===== config.mk =====
export PLATFORM = sky130hd
export DESIGN_NAME = home_reference_tracker
export DESIGN_NICKNAME = d
export VERILOG_FILES = /design/src/rtl/home_tracker_pkg.sv /design/src/rtl/home_reference_tracker.sv
export VERILOG_INCLUDE_DIRS = /design/src /design/src/rtl
export SDC_FILE = /design/constraint.sdc
export NUM_CORES = 1
export LEC_CHECK = 0
export ABC_AREA = 1
export BUFFER_PORTS_ARGS = -buffer_cell sky130_fd_sc_hd__buf_2
export CORE_MARGIN = 10
export CORE_UTILIZATION = 40
export CTS_BUF_LIST = sky130_fd_sc_hd__clkbuf_2 sky130_fd_sc_hd__clkbuf_4 sky130_fd_sc_hd__clkbuf_8
export CTS_CLUSTER_SIZE = 40
export DETAILED_ROUTE_END_ITERATION = 8
export SLEW_MARGIN = 20
export SYNTH_ARGS = -nofsm -noshare
export SYNTH_HDL_FRONTEND = slang
export SYNTH_SLANG_ARGS = --single-unit

===== constraint.sdc =====
create_clock -name pclk -period 9.98 [get_ports pclk]
set_input_delay 1.497 -clock pclk [delete_from_list [all_inputs] [get_ports pclk]]
set_output_delay 1.497 -clock pclk [all_outputs]
set_load 0.03 [all_outputs]

===== src/rtl/home_tracker_map.svh =====
// Register indices, field positions, codes and reset values of the tracker
`ifndef HOME_TRACKER_MAP_SVH
`define HOME_TRACKER_MAP_SVH

// Register indices; the byte address is four times the index
`define IDX_GENERAL_CONFIGURATION   6'h00
`define IDX_REFERENCE_CONFIGURATION 6'h01
`define IDX_EVENT_FLAGS             6'h0e
`define IDX_HOME_MARGIN             6'h1e
`define IDX_HOME_POSITION           6'h20
`define IDX_STATUS                  6'h21
`define IDX_EVENT_MASK              6'h22

// Field positions
`define GEN_INVERT_TARGET_BIT 16
`define REF_ARM_BIT           0
`define REF_CODE_LSB          4
`define REF_CODE_MSB          7
`define REF_LEFT_HOME_BIT     8
`define REF_RIGHT_HOME_BIT    9
`define EV_LATCH_DONE         0
`define EV_LEFT_STOP          1
`define EV_RIGHT_STOP         2
`define EV_HOME_ERROR         3
`define ST_HOME_ERROR         0
`define ST_TARGET_REACHED     1
`define ST_ARMED              2

// Homing condition codes
`define CODE_INDEX     4'h0
`define CODE_EDGE_NEG  4'h3
`define CODE_EDGE_POS  4'hc
`define CODE_HI_CENTRE 4'h6
`define CODE_HI_LEFT   4'h2
`define CODE_HI_RIGHT  4'h4
`define CODE_LO_CENTRE 4'h9
`define CODE_LO_RIGHT  4'hb
`define CODE_LO_LEFT   4'hd

// Reset values
`define RST_WORD   32'h0000_0000
`define RST_EVENTS 4'h0

`endif


===== src/rtl/home_tracker_pkg.sv =====
// Types shared by the home reference tracker
package home_tracker_pkg;

   // One APB request as the master presents it
   typedef struct packed {
      logic [7:0]  paddr;
      logic        pwrite;
      logic [31:0] pwdata;
      logic [3:0]  pstrb;
   } apb_req_t;

   // Homing sequence, Gray coded along idle, armed, wait for clear
   typedef enum logic [1:0] {
      HOME_IDLE       = 2'b00,
      HOME_ARMED      = 2'b01,
      HOME_WAIT_CLEAR = 2'b11
   } home_state_t;

   // Whether the switch is inside its home zone
   typedef enum logic {
      ZONE_OUT = 1'b0,
      ZONE_IN  = 1'b1
   } zone_state_t;

endpackage


===== src/rtl/home_reference_tracker.sv =====
// Home reference tracker: homing latch, home error, limits, target pin
//
// Behaviour
// RULE1 - armed: copy position to home on condition
// RULE2 - arm bit self-clears once latch-done cleared
// RULE3 - latch sets latch-done event bit
// RULE4 - code 0000 uses encoder index, others switch
// RULE5 - codes 0011/1100: low means negative/positive side
// RULE6 - high zone codes: centre, left, right edge
// RULE7 - low zone codes: centre, right, left edge
// RULE8 - home error flag checks switch against position
// RULE9 - no home error inside home plus/minus margin
// RULE10 - index code keeps home error at zero
// RULE11 - software widens margin for zone codes
// RULE12 - left stop only after home range crossed
// RULE13 - right stop only after home range crossed
// RULE14 - target pin active when position equals goal
// RULE15 - bit 16 inverts target pin polarity
// RULE16 - software may overwrite home position anytime
// RULE17 - reading events clears pending event bits
// RULE18 - inputs synchronised, edges from synchronised samples
//
// Design decision made here: register access over APB.
`include "home_tracker_map.svh"
`timescale 1ns/1ns
`default_nettype none

module home_reference_tracker #(
   parameter int EV_W = 4
) (
   input  wire logic                       pclk,
   input  wire logic                       presetn,
   input  wire logic                       psel,
   input  wire logic                       penable,
   input  wire home_tracker_pkg::apb_req_t apb_req,
   output logic                            pready,
   output logic [31:0]                     prdata,
   output logic                            pslverr,
   input  wire logic signed [31:0]         current_position,
   input  wire logic signed [31:0]         goal_position,
   input  wire logic                       home_switch,
   input  wire logic                       encoder_index,
   input  wire logic                       left_limit_input,
   input  wire logic                       right_limit_input,
   output logic                            target_reached_pin,
   output logic                            home_error,
   output logic                            interrupt_out
);
   import home_tracker_pkg::*;

   localparam int NSYNC = 4;
   localparam int SW_H  = 0;
   localparam int SW_L  = 1;
   localparam int SW_R  = 2;
   localparam int SW_N  = 3;

   logic [31:0]        general_configuration;
   logic [31:0]        reference_configuration;
   logic [31:0]        home_margin;
   logic signed [31:0] home_position;
   logic [EV_W-1:0]    event_flags;
   logic [EV_W-1:0]    event_mask;
   logic [EV_W-1:0]    ev_set;
   logic [EV_W-1:0]    rd_clear;
   logic [NSYNC-1:0]   in_raw;
   logic [NSYNC-1:0]   in_meta;
   logic [NSYNC-1:0]   in_sync;
   logic [NSYNC-1:0]   in_prev;
   logic [1:0]         stop_pending;
   logic [1:0]         stop_set;
   home_state_t        home_state;
   home_state_t        next_home_state;
   zone_state_t        zone_state;
   logic signed [31:0] entry_pos;
   logic signed [31:0] prev_pos;
   logic               access;
   logic               mapped;
   logic               wr_en;
   logic [5:0]         reg_idx;
   logic [31:0]        rd_mux;
   logic               rd_events;
   logic [3:0]         code;
   logic               arm;
   logic               left_home;
   logic               right_home;
   logic               arm_autoclear;
   logic               sw_now;
   logic               sw_was;
   logic               sw_edge;
   logic               zone_now;
   logic               zone_was;
   logic               zone_enter;
   logic               zone_exit;
   logic               moving_pos;
   logic               moving_neg;
   logic               trigger;
   logic               latch_fire;
   logic               centre_mode;
   logic signed [32:0] mid_sum;
   logic signed [31:0] latch_value;
   logic signed [33:0] cur_x;
   logic signed [33:0] home_x;
   logic signed [33:0] marg_x;
   logic               in_margin;
   logic               below;
   logic               above;
   logic               next_error;
   logic               target_flag;

   // Byte-lane merge for APB writes
   function automatic logic [31:0] merge(input logic [31:0] old_v,
                                          input logic [31:0] new_v,
                                          input logic [3:0]  strb);
      logic [31:0] r;
      r = old_v;
      for (int b = 0; b < 4; b++) begin
         if (strb[b]) begin
            r[b*8 +: 8] = new_v[b*8 +: 8];
         end
      end
      return r;
   endfunction

   ////////////////////////////////////////////////////////////////////////
   // APB slave

   // Zero wait states; unmapped or misaligned addresses give pslverr
   assign pready  = 1'b1;
   assign access  = psel & penable;
   assign reg_idx = apb_req.paddr[7:2];
   assign pslverr = access & ~mapped;
   assign wr_en   = access & apb_req.pwrite & mapped;

   // Address decode and read mux
   always_comb begin
      mapped = (apb_req.paddr[1:0] == 2'b00);
      rd_mux = `RST_WORD;
      if (reg_idx == `IDX_GENERAL_CONFIGURATION) begin
         rd_mux = general_configuration;
      end else if (reg_idx == `IDX_REFERENCE_CONFIGURATION) begin
         rd_mux = reference_configuration;
      end else if (reg_idx == `IDX_EVENT_FLAGS) begin
         rd_mux = 32'(event_flags);
      end else if (reg_idx == `IDX_HOME_MARGIN) begin
         rd_mux = home_margin;
      end else if (reg_idx == `IDX_HOME_POSITION) begin
         rd_mux = home_position;
      end else if (reg_idx == `IDX_STATUS) begin
         rd_mux[`ST_HOME_ERROR]     = home_error;
         rd_mux[`ST_TARGET_REACHED] = target_flag;
         rd_mux[`ST_ARMED]          = (home_state != HOME_IDLE);
      end else if (reg_idx == `IDX_EVENT_MASK) begin
         rd_mux = 32'(event_mask);
      end else begin
         mapped = 1'b0;
      end
   end

   // Read data captured in the setup cycle
   always_ff @(posedge pclk or negedge presetn) begin
      if (!presetn) begin
         prdata <= `RST_WORD;
      end else if (psel & ~penable & ~apb_req.pwrite) begin
         prdata <= rd_mux;
      end
   end

   // Only the bits that were read out are cleared
   assign rd_events = access & ~apb_req.pwrite & mapped &
                      (reg_idx == `IDX_EVENT_FLAGS);
   assign rd_clear  = rd_events ? prdata[EV_W-1:0] : '0; // RULE17

   ////////////////////////////////////////////////////////////////////////
   // Software registers

   // General configuration
   always_ff @(posedge pclk or negedge presetn) begin
      if (!presetn) begin
         general_configuration <= `RST_WORD;
      end else if (wr_en && reg_idx == `IDX_GENERAL_CONFIGURATION) begin
         general_configuration <= merge(general_configuration,
                                        apb_req.pwdata, apb_req.pstrb);
      end
   end

   // Reference configuration; arm bit self-clears after the handshake
   always_ff @(posedge pclk or negedge presetn) begin
      if (!presetn) begin
         reference_configuration <= `RST_WORD;
      end else if (wr_en && reg_idx == `IDX_REFERENCE_CONFIGURATION) begin
         reference_configuration <= merge(reference_configuration,
                                          apb_req.pwdata, apb_req.pstrb);
      end else if (arm_autoclear) begin
         reference_configuration[`REF_ARM_BIT] <= 1'b0; // RULE2
      end
   end

   // Home margin and interrupt mask
   always_ff @(posedge pclk or negedge presetn) begin
      if (!presetn) begin
         home_margin <= `RST_WORD;
         event_mask  <= `RST_EVENTS;
      end else if (wr_en && reg_idx == `IDX_HOME_MARGIN) begin
         home_margin <= merge(home_margin, apb_req.pwdata, apb_req.pstrb);
      end else if (wr_en && reg_idx == `IDX_EVENT_MASK) begin
         event_mask <= EV_W'(merge(32'(event_mask), apb_req.pwdata,
                                   apb_req.pstrb));
      end
   end

   // Home position: software write beats a latch in the same cycle
   always_ff @(posedge pclk or negedge presetn) begin
      if (!presetn) begin
         home_position <= `RST_WORD;
      end else if (wr_en && reg_idx == `IDX_HOME_POSITION) begin
         home_position <= merge(home_position, apb_req.pwdata,
                                apb_req.pstrb); // RULE16
      end else if (latch_fire) begin
         home_position <= latch_value; // RULE1
      end
   end

   // Field views
   assign code       = reference_configuration[`REF_CODE_MSB:`REF_CODE_LSB];
   assign arm        = reference_configuration[`REF_ARM_BIT];
   assign left_home  = reference_configuration[`REF_LEFT_HOME_BIT];
   assign right_home = reference_configuration[`REF_RIGHT_HOME_BIT];

   ////////////////////////////////////////////////////////////////////////
   // Input synchronisers

   assign in_raw = {encoder_index, right_limit_input, left_limit_input,
                    home_switch};

   // Two flops per input, a third for edge detection
   for (genvar i = 0; i < NSYNC; i++) begin : g_sync
      always_ff @(posedge pclk or negedge presetn) begin
         if (!presetn) begin
            in_meta[i] <= 1'b0;
            in_sync[i] <= 1'b0;
            in_prev[i] <= 1'b0;
         end else begin
            in_meta[i] <= in_raw[i]; // RULE18
            in_sync[i] <= in_meta[i];
            in_prev[i] <= in_sync[i];
         end
      end
   end

   // Limit inputs may stand in for the home switch
   always_comb begin
      if (left_home) begin
         sw_now = in_sync[SW_L];
         sw_was = in_prev[SW_L];
      end else if (right_home) begin
         sw_now = in_sync[SW_R];
         sw_was = in_prev[SW_R];
      end else begin
         sw_now = in_sync[SW_H];
         sw_was = in_prev[SW_H];
      end
   end

   ////////////////////////////////////////////////////////////////////////
   // Position geometry

   // Motion direction from consecutive positions
   always_ff @(posedge pclk or negedge presetn) begin
      if (!presetn) begin
         prev_pos <= `RST_WORD;
      end else begin
         prev_pos <= current_position;
      end
   end

   assign moving_pos = current_position > prev_pos;
   assign moving_neg = current_position < prev_pos;
   assign below      = current_position < home_position;
   assign above      = current_position > home_position;

   // Home range with inclusive bounds
   assign cur_x     = 34'(current_position);
   assign home_x    = 34'(home_position);
   assign marg_x    = $signed({2'b00, home_margin});
   assign in_margin = (cur_x >= home_x - marg_x) &&
                      (cur_x <= home_x + marg_x); // RULE9

   ////////////////////////////////////////////////////////////////////////
   // Homing conditions

   // Zone level: high codes use the switch, low codes its inverse
   always_comb begin
      centre_mode = (code == `CODE_HI_CENTRE) || (code == `CODE_LO_CENTRE);
      if (code == `CODE_HI_CENTRE || code == `CODE_HI_LEFT ||
          code == `CODE_HI_RIGHT) begin
         zone_now = sw_now; // RULE6
         zone_was = sw_was;
      end else begin
         zone_now = ~sw_now; // RULE7
         zone_was = ~sw_was;
      end
   end

   assign sw_edge    = sw_now ^ sw_was;
   assign zone_enter = zone_now & ~zone_was;
   assign zone_exit  = ~zone_now & zone_was;

   // Trigger per code; left edge is the low-position side of the zone
   always_comb begin
      case (code)
         `CODE_INDEX: begin
            trigger = in_sync[SW_N] & ~in_prev[SW_N]; // RULE4
         end
         `CODE_EDGE_NEG, `CODE_EDGE_POS: begin
            trigger = sw_edge; // RULE5
         end
         `CODE_HI_LEFT, `CODE_LO_LEFT: begin
            trigger = (zone_enter & moving_pos) |
                      (zone_exit & moving_neg); // RULE6 RULE7
         end
         `CODE_HI_RIGHT, `CODE_LO_RIGHT: begin
            trigger = (zone_enter & moving_neg) |
                      (zone_exit & moving_pos); // RULE6 RULE7
         end
         `CODE_HI_CENTRE, `CODE_LO_CENTRE: begin
            trigger = zone_exit & (zone_state == ZONE_IN);
         end
         default: begin
            trigger = 1'b0;
         end
      endcase
   end

   // Entry point of the zone, for centre latching
   always_ff @(posedge pclk or negedge presetn) begin
      if (!presetn) begin
         zone_state <= ZONE_OUT;
         entry_pos  <= `RST_WORD;
      end else begin
         case (zone_state)
            ZONE_OUT: begin
               if (zone_enter) begin
                  zone_state <= ZONE_IN;
                  entry_pos  <= current_position;
               end
            end
            ZONE_IN: begin
               if (!zone_now) begin // Also drops when a code change inverts the zone level
                  zone_state <= ZONE_OUT;
               end
            end
            default: begin
               zone_state <= ZONE_OUT;
            end
         endcase
      end
   end

   // Centre is the mean of entry and exit positions
   assign mid_sum     = 33'(entry_pos) + 33'(current_position);
   assign latch_value = centre_mode ? mid_sum[32:1] : current_position;
   assign latch_fire  = (home_state == HOME_ARMED) & arm & trigger; // RULE1

   ////////////////////////////////////////////////////////////////////////
   // Homing sequence

   // Arm clears only after latch-done has been read away
   assign arm_autoclear = (home_state == HOME_WAIT_CLEAR) &
                          ~event_flags[`EV_LATCH_DONE]; // RULE2

   always_comb begin
      next_home_state = home_state;
      case (home_state)
         HOME_IDLE: begin
            if (arm) begin
               next_home_state = HOME_ARMED;
            end
         end
         HOME_ARMED: begin
            if (!arm) begin
               next_home_state = HOME_IDLE;
            end else if (latch_fire) begin
               next_home_state = HOME_WAIT_CLEAR;
            end
         end
         HOME_WAIT_CLEAR: begin
            if (arm_autoclear) begin
               next_home_state = HOME_IDLE;
            end
         end
         default: begin
            next_home_state = HOME_IDLE;
         end
      endcase
   end

   always_ff @(posedge pclk or negedge presetn) begin
      if (!presetn) begin
         home_state <= HOME_IDLE;
      end else begin
         home_state <= next_home_state;
      end
   end

   ////////////////////////////////////////////////////////////////////////
   // Home error

   // Switch level checked against side of home, outside the margin
   always_comb begin
      case (code)
         `CODE_EDGE_NEG: begin
            next_error = (below & sw_now) | (above & ~sw_now); // RULE8
         end
         `CODE_EDGE_POS: begin
            next_error = (below & ~sw_now) | (above & sw_now); // RULE8
         end
         `CODE_HI_CENTRE, `CODE_HI_LEFT, `CODE_HI_RIGHT,
         `CODE_LO_CENTRE, `CODE_LO_LEFT, `CODE_LO_RIGHT: begin
            next_error = zone_now; // RULE8
         end
         default: begin
            next_error = 1'b0; // RULE10
         end
      endcase
      if (in_margin) begin
         next_error = 1'b0; // RULE9
      end
   end

   always_ff @(posedge pclk or negedge presetn) begin
      if (!presetn) begin
         home_error <= 1'b0;
      end else begin
         home_error <= next_error;
      end
   end

   ////////////////////////////////////////////////////////////////////////
   // Limit stop events

   // As home switch, a limit stops only once the home range is reached
   for (genvar s = 0; s < 2; s++) begin : g_stop
      localparam int IDX = (s == 0) ? SW_L : SW_R;
      logic as_home;
      logic rise;
      assign as_home = (s == 0) ? left_home : right_home;
      assign rise    = in_sync[IDX] & ~in_prev[IDX];
      assign stop_set[s] = as_home ?
         (stop_pending[s] & in_sync[IDX] & in_margin) :
         rise; // RULE12 RULE13
      always_ff @(posedge pclk or negedge presetn) begin
         if (!presetn) begin
            stop_pending[s] <= 1'b0;
         end else if (rise) begin
            stop_pending[s] <= 1'b1;
         end else if (stop_set[s] || !in_sync[IDX]) begin
            stop_pending[s] <= 1'b0;
         end
      end
   end

   ////////////////////////////////////////////////////////////////////////
   // Events and interrupt

   always_comb begin
      ev_set                 = '0;
      ev_set[`EV_LATCH_DONE] = latch_fire; // RULE3
      ev_set[`EV_LEFT_STOP]  = stop_set[0];
      ev_set[`EV_RIGHT_STOP] = stop_set[1];
      ev_set[`EV_HOME_ERROR] = next_error & ~home_error;
   end

   // Sticky flags; a new event wins over a read-clear
   always_ff @(posedge pclk or negedge presetn) begin
      if (!presetn) begin
         event_flags <= `RST_EVENTS;
      end else begin
         event_flags <= (event_flags & ~rd_clear) | ev_set; // RULE17
      end
   end

   assign interrupt_out = |(event_flags & event_mask);

   ////////////////////////////////////////////////////////////////////////
   // Target reached pin

   assign target_flag = (current_position == goal_position); // RULE14

   always_ff @(posedge pclk or negedge presetn) begin
      if (!presetn) begin
         target_reached_pin <= 1'b0;
      end else begin
         target_reached_pin <= target_flag ^
            general_configuration[`GEN_INVERT_TARGET_BIT]; // RULE15
      end
   end
endmodule

`default_nettype wire


-- After elaboration in Yosys (flattened, before gate mapping)
Cells that the tools add are included.
W data, S select, Z words.
- order comparisons: 6
- multiplexer cells: 49
- bitwise operators: 55
- equality and inequality tests: 25
- $add $sub $neg: 3
- reductions and logical operators: 48
- operator list (cell ; count):
    $mux W32 ; 8
    $gt A32 B32 Y1 ; 2
    $lt A32 B32 Y1 ; 2
    $reduce_and A2 Y1 ; 18
    $add A32 B33 Y34 ; 1
    $ge A32 B34 Y1 ; 1
    $le A32 B34 Y1 ; 1
    $sub A32 B33 Y34 ; 1
    $add A32 B32 Y33 ; 1
    $eq A32 B32 Y1 ; 1
    $mux W8 ; 4
    $and A1 B1 Y1 ; 31
    $mux W29 ; 1
    $mux W1 ; 25
    $eq A6 B6 Y1 const B ; 3
    $eq A4 B4 Y1 const B ; 4
    $ne A2 B2 Y1 const B ; 7
    $not A1 Y1 ; 14
    $reduce_bool A2 Y1 ; 5
    $and A4 B4 Y4 ; 2
    $eq A4 B2 Y1 const B ; 2
    $eq A4 B3 Y1 const B ; 2
    $mux W2 ; 4
    $mux W4 ; 2
    other kinds (25) ; 44
- bits in registers: 251
- bits of input ports: 117
- word-level logic and storage cells: 226

-- Longest topological paths before layout
- depth in word-level cells: 14
- depth in mapped cells: 29
- mapped depth without buffers: 29

-- Worst setup path before layout
No wires, ideal clock.
- path kind: input port to output port
- start point: input port apb_req[40] (netlist name)
- end point: output port pslverr
- arrival: 2.701 ns
- stages: 11
- required time: 8.483 ns
- setup slack: 5.782 ns
- cell sequence: inv_1 > nor2_2 > inv_2 > nor2_1 > nand2_1 > inv_2 > nor3_1 > nand4_2 > nand2_2 > inv_1 > nor2_1
- longest elaborated chain between the ends: 10
- elaborated cells on any way between the ends: 16
- RTL lines (item ; RTL line ; RTL):
    start: declaration ; home_reference_tracker.sv:35 ; input wire home_tracker_pkg::apb_req_t apb_req,
    $eq A6 B6 Y1 (no line) ; -- ;
    $mux W1 ; home_reference_tracker.sv:152 ; end else if (reg_idx == `IDX_EVENT_MASK) begin
    $mux W1 ; home_reference_tracker.sv:148 ; end else if (reg_idx == `IDX_STATUS) begin
    $mux W1 ; home_reference_tracker.sv:146 ; end else if (reg_idx == `IDX_HOME_POSITION) begin
    $mux W1 ; home_reference_tracker.sv:144 ; end else if (reg_idx == `IDX_HOME_MARGIN) begin
    $mux W1 ; home_reference_tracker.sv:142 ; end else if (reg_idx == `IDX_EVENT_FLAGS) begin
    $mux W1 ; home_reference_tracker.sv:140 ; end else if (reg_idx == `IDX_REFERENCE_CONFIGURATION) begin
    $mux W1 * ; home_reference_tracker.sv:138 ; if (reg_idx == `IDX_GENERAL_CONFIGURATION) begin
    $not A1 Y1 * ; home_reference_tracker.sv:131 ; assign pslverr = access & ~mapped;
    $and A1 B1 Y1 * ; home_reference_tracker.sv:131 ;
    end: declaration ; home_reference_tracker.sv:38 ; output logic pslverr,
Every way passes the cells marked *; elsewhere a longest branch is shown, timed or not.

-- Worst setup path in the final report
- start point: register home_position[0]
- end point: register stop_pending[1]
- longest elaborated chain between the ends: 7
- elaborated cells on any way between the ends: 9
- RTL lines (item ; RTL line ; RTL):
    start: declaration ; home_reference_tracker.sv:60 ; logic signed [31:0] home_position;
    start signal: assignment ; home_reference_tracker.sv:214 ; home_position <= `RST_WORD;
    start signal: assignment ; home_reference_tracker.sv:216 ; home_position <= merge(home_position, apb_req.pwdata,
    start signal: assignment ; home_reference_tracker.sv:219 ; home_position <= latch_value;
    $sub A32 B33 Y34 or $add A32 B33 Y34 (tied branches) ; home_reference_tracker.sv:285, home_reference_tracker.sv:286 ;
    $ge A32 B34 Y1 or $le A32 B34 Y1 (tied branches) ; home_reference_tracker.sv:285, home_reference_tracker.sv:286 ;
    $logic_and A1 B1 Y1 * ; home_reference_tracker.sv:285 ; assign in_margin = (cur_x >= home_x - marg_x) &&
    $and A1 B1 Y1 * ; home_reference_tracker.sv:449 ; (stop_pending[s] & in_sync[IDX] & in_margin) :
    $mux W1 * ; home_reference_tracker.sv:448 ; assign stop_set[s] = as_home ?
    $logic_or A1 B1 Y1 * ; home_reference_tracker.sv:456 ; end else if (stop_set[s] || !in_sync[IDX]) begin
    $reduce_bool A2 Y1 (no line) * ; -- ;
    end signal: indexed assignment ; home_reference_tracker.sv:453 ; stop_pending[s] <= 1'b0;
    end signal: indexed assignment ; home_reference_tracker.sv:455 ; stop_pending[s] <= 1'b1;
    end signal: indexed assignment ; home_reference_tracker.sv:457 ; stop_pending[s] <= 1'b0;
    end: declaration ; home_reference_tracker.sv:69 ; logic [1:0] stop_pending;
Marked as above.
A chain may end at the register's enable or synchronous reset.

==> flow_summary.yaml <==
run_status:
  status: "complete, no violations"
synth:
  synthTopCellsByArea: "dfrtp_1 (32%), ha_1 (14%), nand2_1 (11%), inv_1 (6.5%), o21ai_0 (4.9%)"
  ys_seq_area_frac: 0.3165
  synth_edf_count: 0
  synthFlopType: "dfrtp_1"
  synth.net_count: 3004
  synth-seq-cells: 251
  ys_types: 57
  synth_top_family_by_area: "simple AND/OR/NAND/NOR gates"
  synth_area_um2: 19850
  synth_compound_area_frac: 0.1702
  ys_async_sr_fraction: 1.000
  synth_top_area_cell: "dfrtp_1"
  synth_xor_area_frac: 0.04457
  netlist_instances: 2655
  syn_avg_cell_area_um2: 7.475
  yosysTopAreaCellShare: 0.3165
  synthAdderAreaFrac: 0.1474
  synthMuxAreaShare: 0.01645
  synth-simple-area-share: 0.2202
  synth_warnings: 0
cts:
  clk_pin_slew_ns: 0.06
  cts_hold_buf: 0
  clock_sinks: 251
  tritoncts.num_buffers: 48
  htree_levels: 2
  post_cts_buffers: 0
  cts_root_buf: "clkbuf_8"
  cts_buffer_depth: 3
  cts_tree: "yes"
  cts_resized: 0
  clkLatencyLatePin_ns: 0.66
die:
  die_y_um: 242.7
  initial_core_util: 0.4054
  core_area_um2: 48950
  fp.dieW_um: 242.7
  dieArea_um2: 58930
  num_rows: 81
  boundaryPins: 154
global_route:
  groute.usage.overall: 0.2344
  antenna_found_initial: 1
  grt_pass1_wl_um: 108900
  grt_max_degree: 158
  overflow: 0
  grt_pass1_vias: 18534
critical_path:
  crit_type: "reg -> reg"
  cpLargestDelayFamily: "compound AO/OA/AOI/OAI gates"
  crit_top_cell: "nand2_1"
  startpoint_type: "flip-flop"
  cp_slowest_cell: "o21ai_1"
  worstPathArrival_ns: 5.77
  cp_slowest_stage_delay_ns: 0.51
  worstPathRequired_ns: 10.49
  path_max_fanout: 4
  critPathBufInv: 1
  endpoint_kind: "flip-flop"
route:
  drcViolationCount: 0
  ant_nets: 0
  wl_per_cell_um: 20.45
  drt_iter0_drc: 1565
  drtPass1Iterations: 6
  vias: 18777
  vias_per_cell: 5.374
  routed_wirelength_um: 71450
sta:
  fin_crit_ns: 5.260
  finClkSkew_ns: 0.04438
  maxSlewHeadroom: 0.2668
  slew_viol_final: 0
  worst-slew-pin-transition_ns: 1.096
  fin_crit_sh: 0.5271
  worst_hold_slack_ns: 0.3471
  setup_violations: 0
  hold_violations: 0
  max_freq_mhz: 190.1
  timing.setup.tns_ns: 0
  rsz0062_at_grt: "no"
power:
  p_leak_nw: 11.13
  ir_drop_uv: 105.6
  p_total_mw: 2.868
  power.density_nw_per_um2: 128.5
cells_and_area:
  fill_cells: 5009
  drive_gt1_frac: 0.1206
  areaGrowthSynthToFinish_pct: 12.42
  nets: 3142
  design_area_um2: 22310
placed_design:
  gp_congestion: 1.097
  port_buffers: 152
  hpwlAfterDp_um: 56690
  placed_cell_area_um2: 21170
run:
  drv_cap: 0
worst_hold_path:
  holdCritPathClass: "reg -> reg"
==> cell usage after synthesis, types with 5 or more instances <==
| master | number |
|---|---|
| o211ai_1 | 29 |
| o21a_1 | 8 |
| nor2_1 | 176 |
| o221ai_1 | 7 |
| nand3_1 | 125 |
| a21oi_1 | 177 |
| nand4_1 | 34 |
| clkbuf_1 | 28 |
| nand2_2 | 23 |
| a21o_1 | 11 |
| buf_2 | 30 |
| xnor2_1 | 36 |
| ha_1 | 229 |
| nand2_1 | 583 |
| inv_2 | 9 |
| nor3_1 | 32 |
| o21bai_1 | 11 |
| nor2_4 | 5 |
| inv_1 | 344 |
| dfrtp_1 | 251 |
| mux2_2 | 24 |
| o21ai_1 | 86 |
| a31oi_1 | 7 |
| a221oi_1 | 27 |
| xor2_1 | 65 |
| or2_2 | 20 |
| o21ai_0 | 195 |
| o22ai_1 | 6 |
| nor4_1 | 9 |
| mux2_1 | 5 |
| a21boi_0 | 5 |
==> power breakdown <==
group          internal (mW)  switching, mW
registers               1.05         0.0185
clock network          0.731          0.488
logic                  0.200          0.376
==> cell usage in the layout, fill, tap and decap left out, types with 5 or more instances in the layout <==
cell	instances
o21a_1	8
o221ai_1	7
nor2_1	176
inv_1	343
buf_2	151
inv_2	10
a21boi_0	5
dfrtp_1	251
mux2_1	5
nand3_1	125
a221oi_1	27
xor2_1	65
nand4_1	34
nor2_4	5
nand2_2	23
nor3_1	32
ha_1	229
nand2_1	583
o211ai_1	29
nor4_1	8
clkinv_2	6
o21bai_1	11
xnor2_1	36
clkbuf_4	12
a21oi_1	177
mux2_2	24
o21ai_0	195
o21ai_1	86
buf_4	5
o22ai_1	6
a21o_1	11
bufinv_16	6
clkbuf_8	58
a31oi_1	7
or2_2	20
==> per-stage QoR <==
stage / setup WS [ns] / std cells / utilization
2_1_floorplan: 5.782 / 2655 / -
3_3_place_gp: 5.096 / 3407 / 0.4324
3_5_place_dp: 4.970 / 3407 / 0.4324
4_1_cts: 4.919 / 3492 / 0.4556
5_1_grt: 4.363 / 3492 / 0.4557
6_report: 4.720 / 3494 / 0.4558
==> cell families after synthesis <==
kind of cell             after synthesis
AND/OR/NAND/NOR                     1021
other                                  1
adder cells (fa/ha/maj)              232
flip-flops                           251
XOR/XNOR                             101
buffers and inverters                425
AO/OA/AOI/OAI                        595
multiplexers                          29
==> state kept, by name, summed over array words and instances (netlist names) <==
| signal | cells |
|---|---|
| entry_pos | 32 |
| general_configuration | 32 |
| home_margin | 32 |
| home_position | 32 |
| prdata | 32 |
| prev_pos | 32 |
| reference_configuration | 32 |
| event_flags | 4 |
| event_mask | 4 |
| in_meta | 4 |
| in_prev | 4 |
| in_sync | 4 |
| home_state | 2 |
| stop_pending | 2 |
| home_error | 1 |
| target_reached_pin | 1 |
| zone_state | 1 |
==> layer usage <==
| metal | GRT usage | share of wire |
|---|---|---|
| met1 | 0.2928 | 0.43 |
| met2 | 0.3888 | 0.47 |
| met3 | 0.03053 | 0.050 |
| met4 | 0.1230 | 0.055 |
| met5 | 0 | 0 |
==> layout make-up <==
class / count / area [um2] / area share
inverters: 355 / 1333 / 0.05972
clock buffers: 70 / 888.4 / 0.03982
multi-input cells: 1979 / 11900 / 0.5333
well taps: 664 / 830.8 / 0.03724
clock inverters: 15 / 246.5 / 0.01105
flip-flops and latches: 251 / 6281 / 0.2815
repair buffers: 158 / 828.3 / 0.03712
diodes: 2 / 5.005 / 0.0002243
==> final timing paths <==
| kind | from | to | slack (ns) | depth (start not counted) |
|---|---|---|---|---|
| setup / recovery | home_position[0] | stop_pending[1] | 4.72 | 27 |
| hold / removal | in_meta[2] | in_sync[2] | 0.35 | 0 |
| setup reg to reg | home_position[0] | stop_pending[1] | 4.72 | 27 |
| hold reg to reg | in_meta[2] | in_sync[2] | 0.35 | 0 |
| max in group asynchronous | presetn | prdata[6] | 7.74 | 2 |
| min in group asynchronous | presetn | prev_pos[20] | 0.85 | 1 |
(Power assumes the default switching activity.)
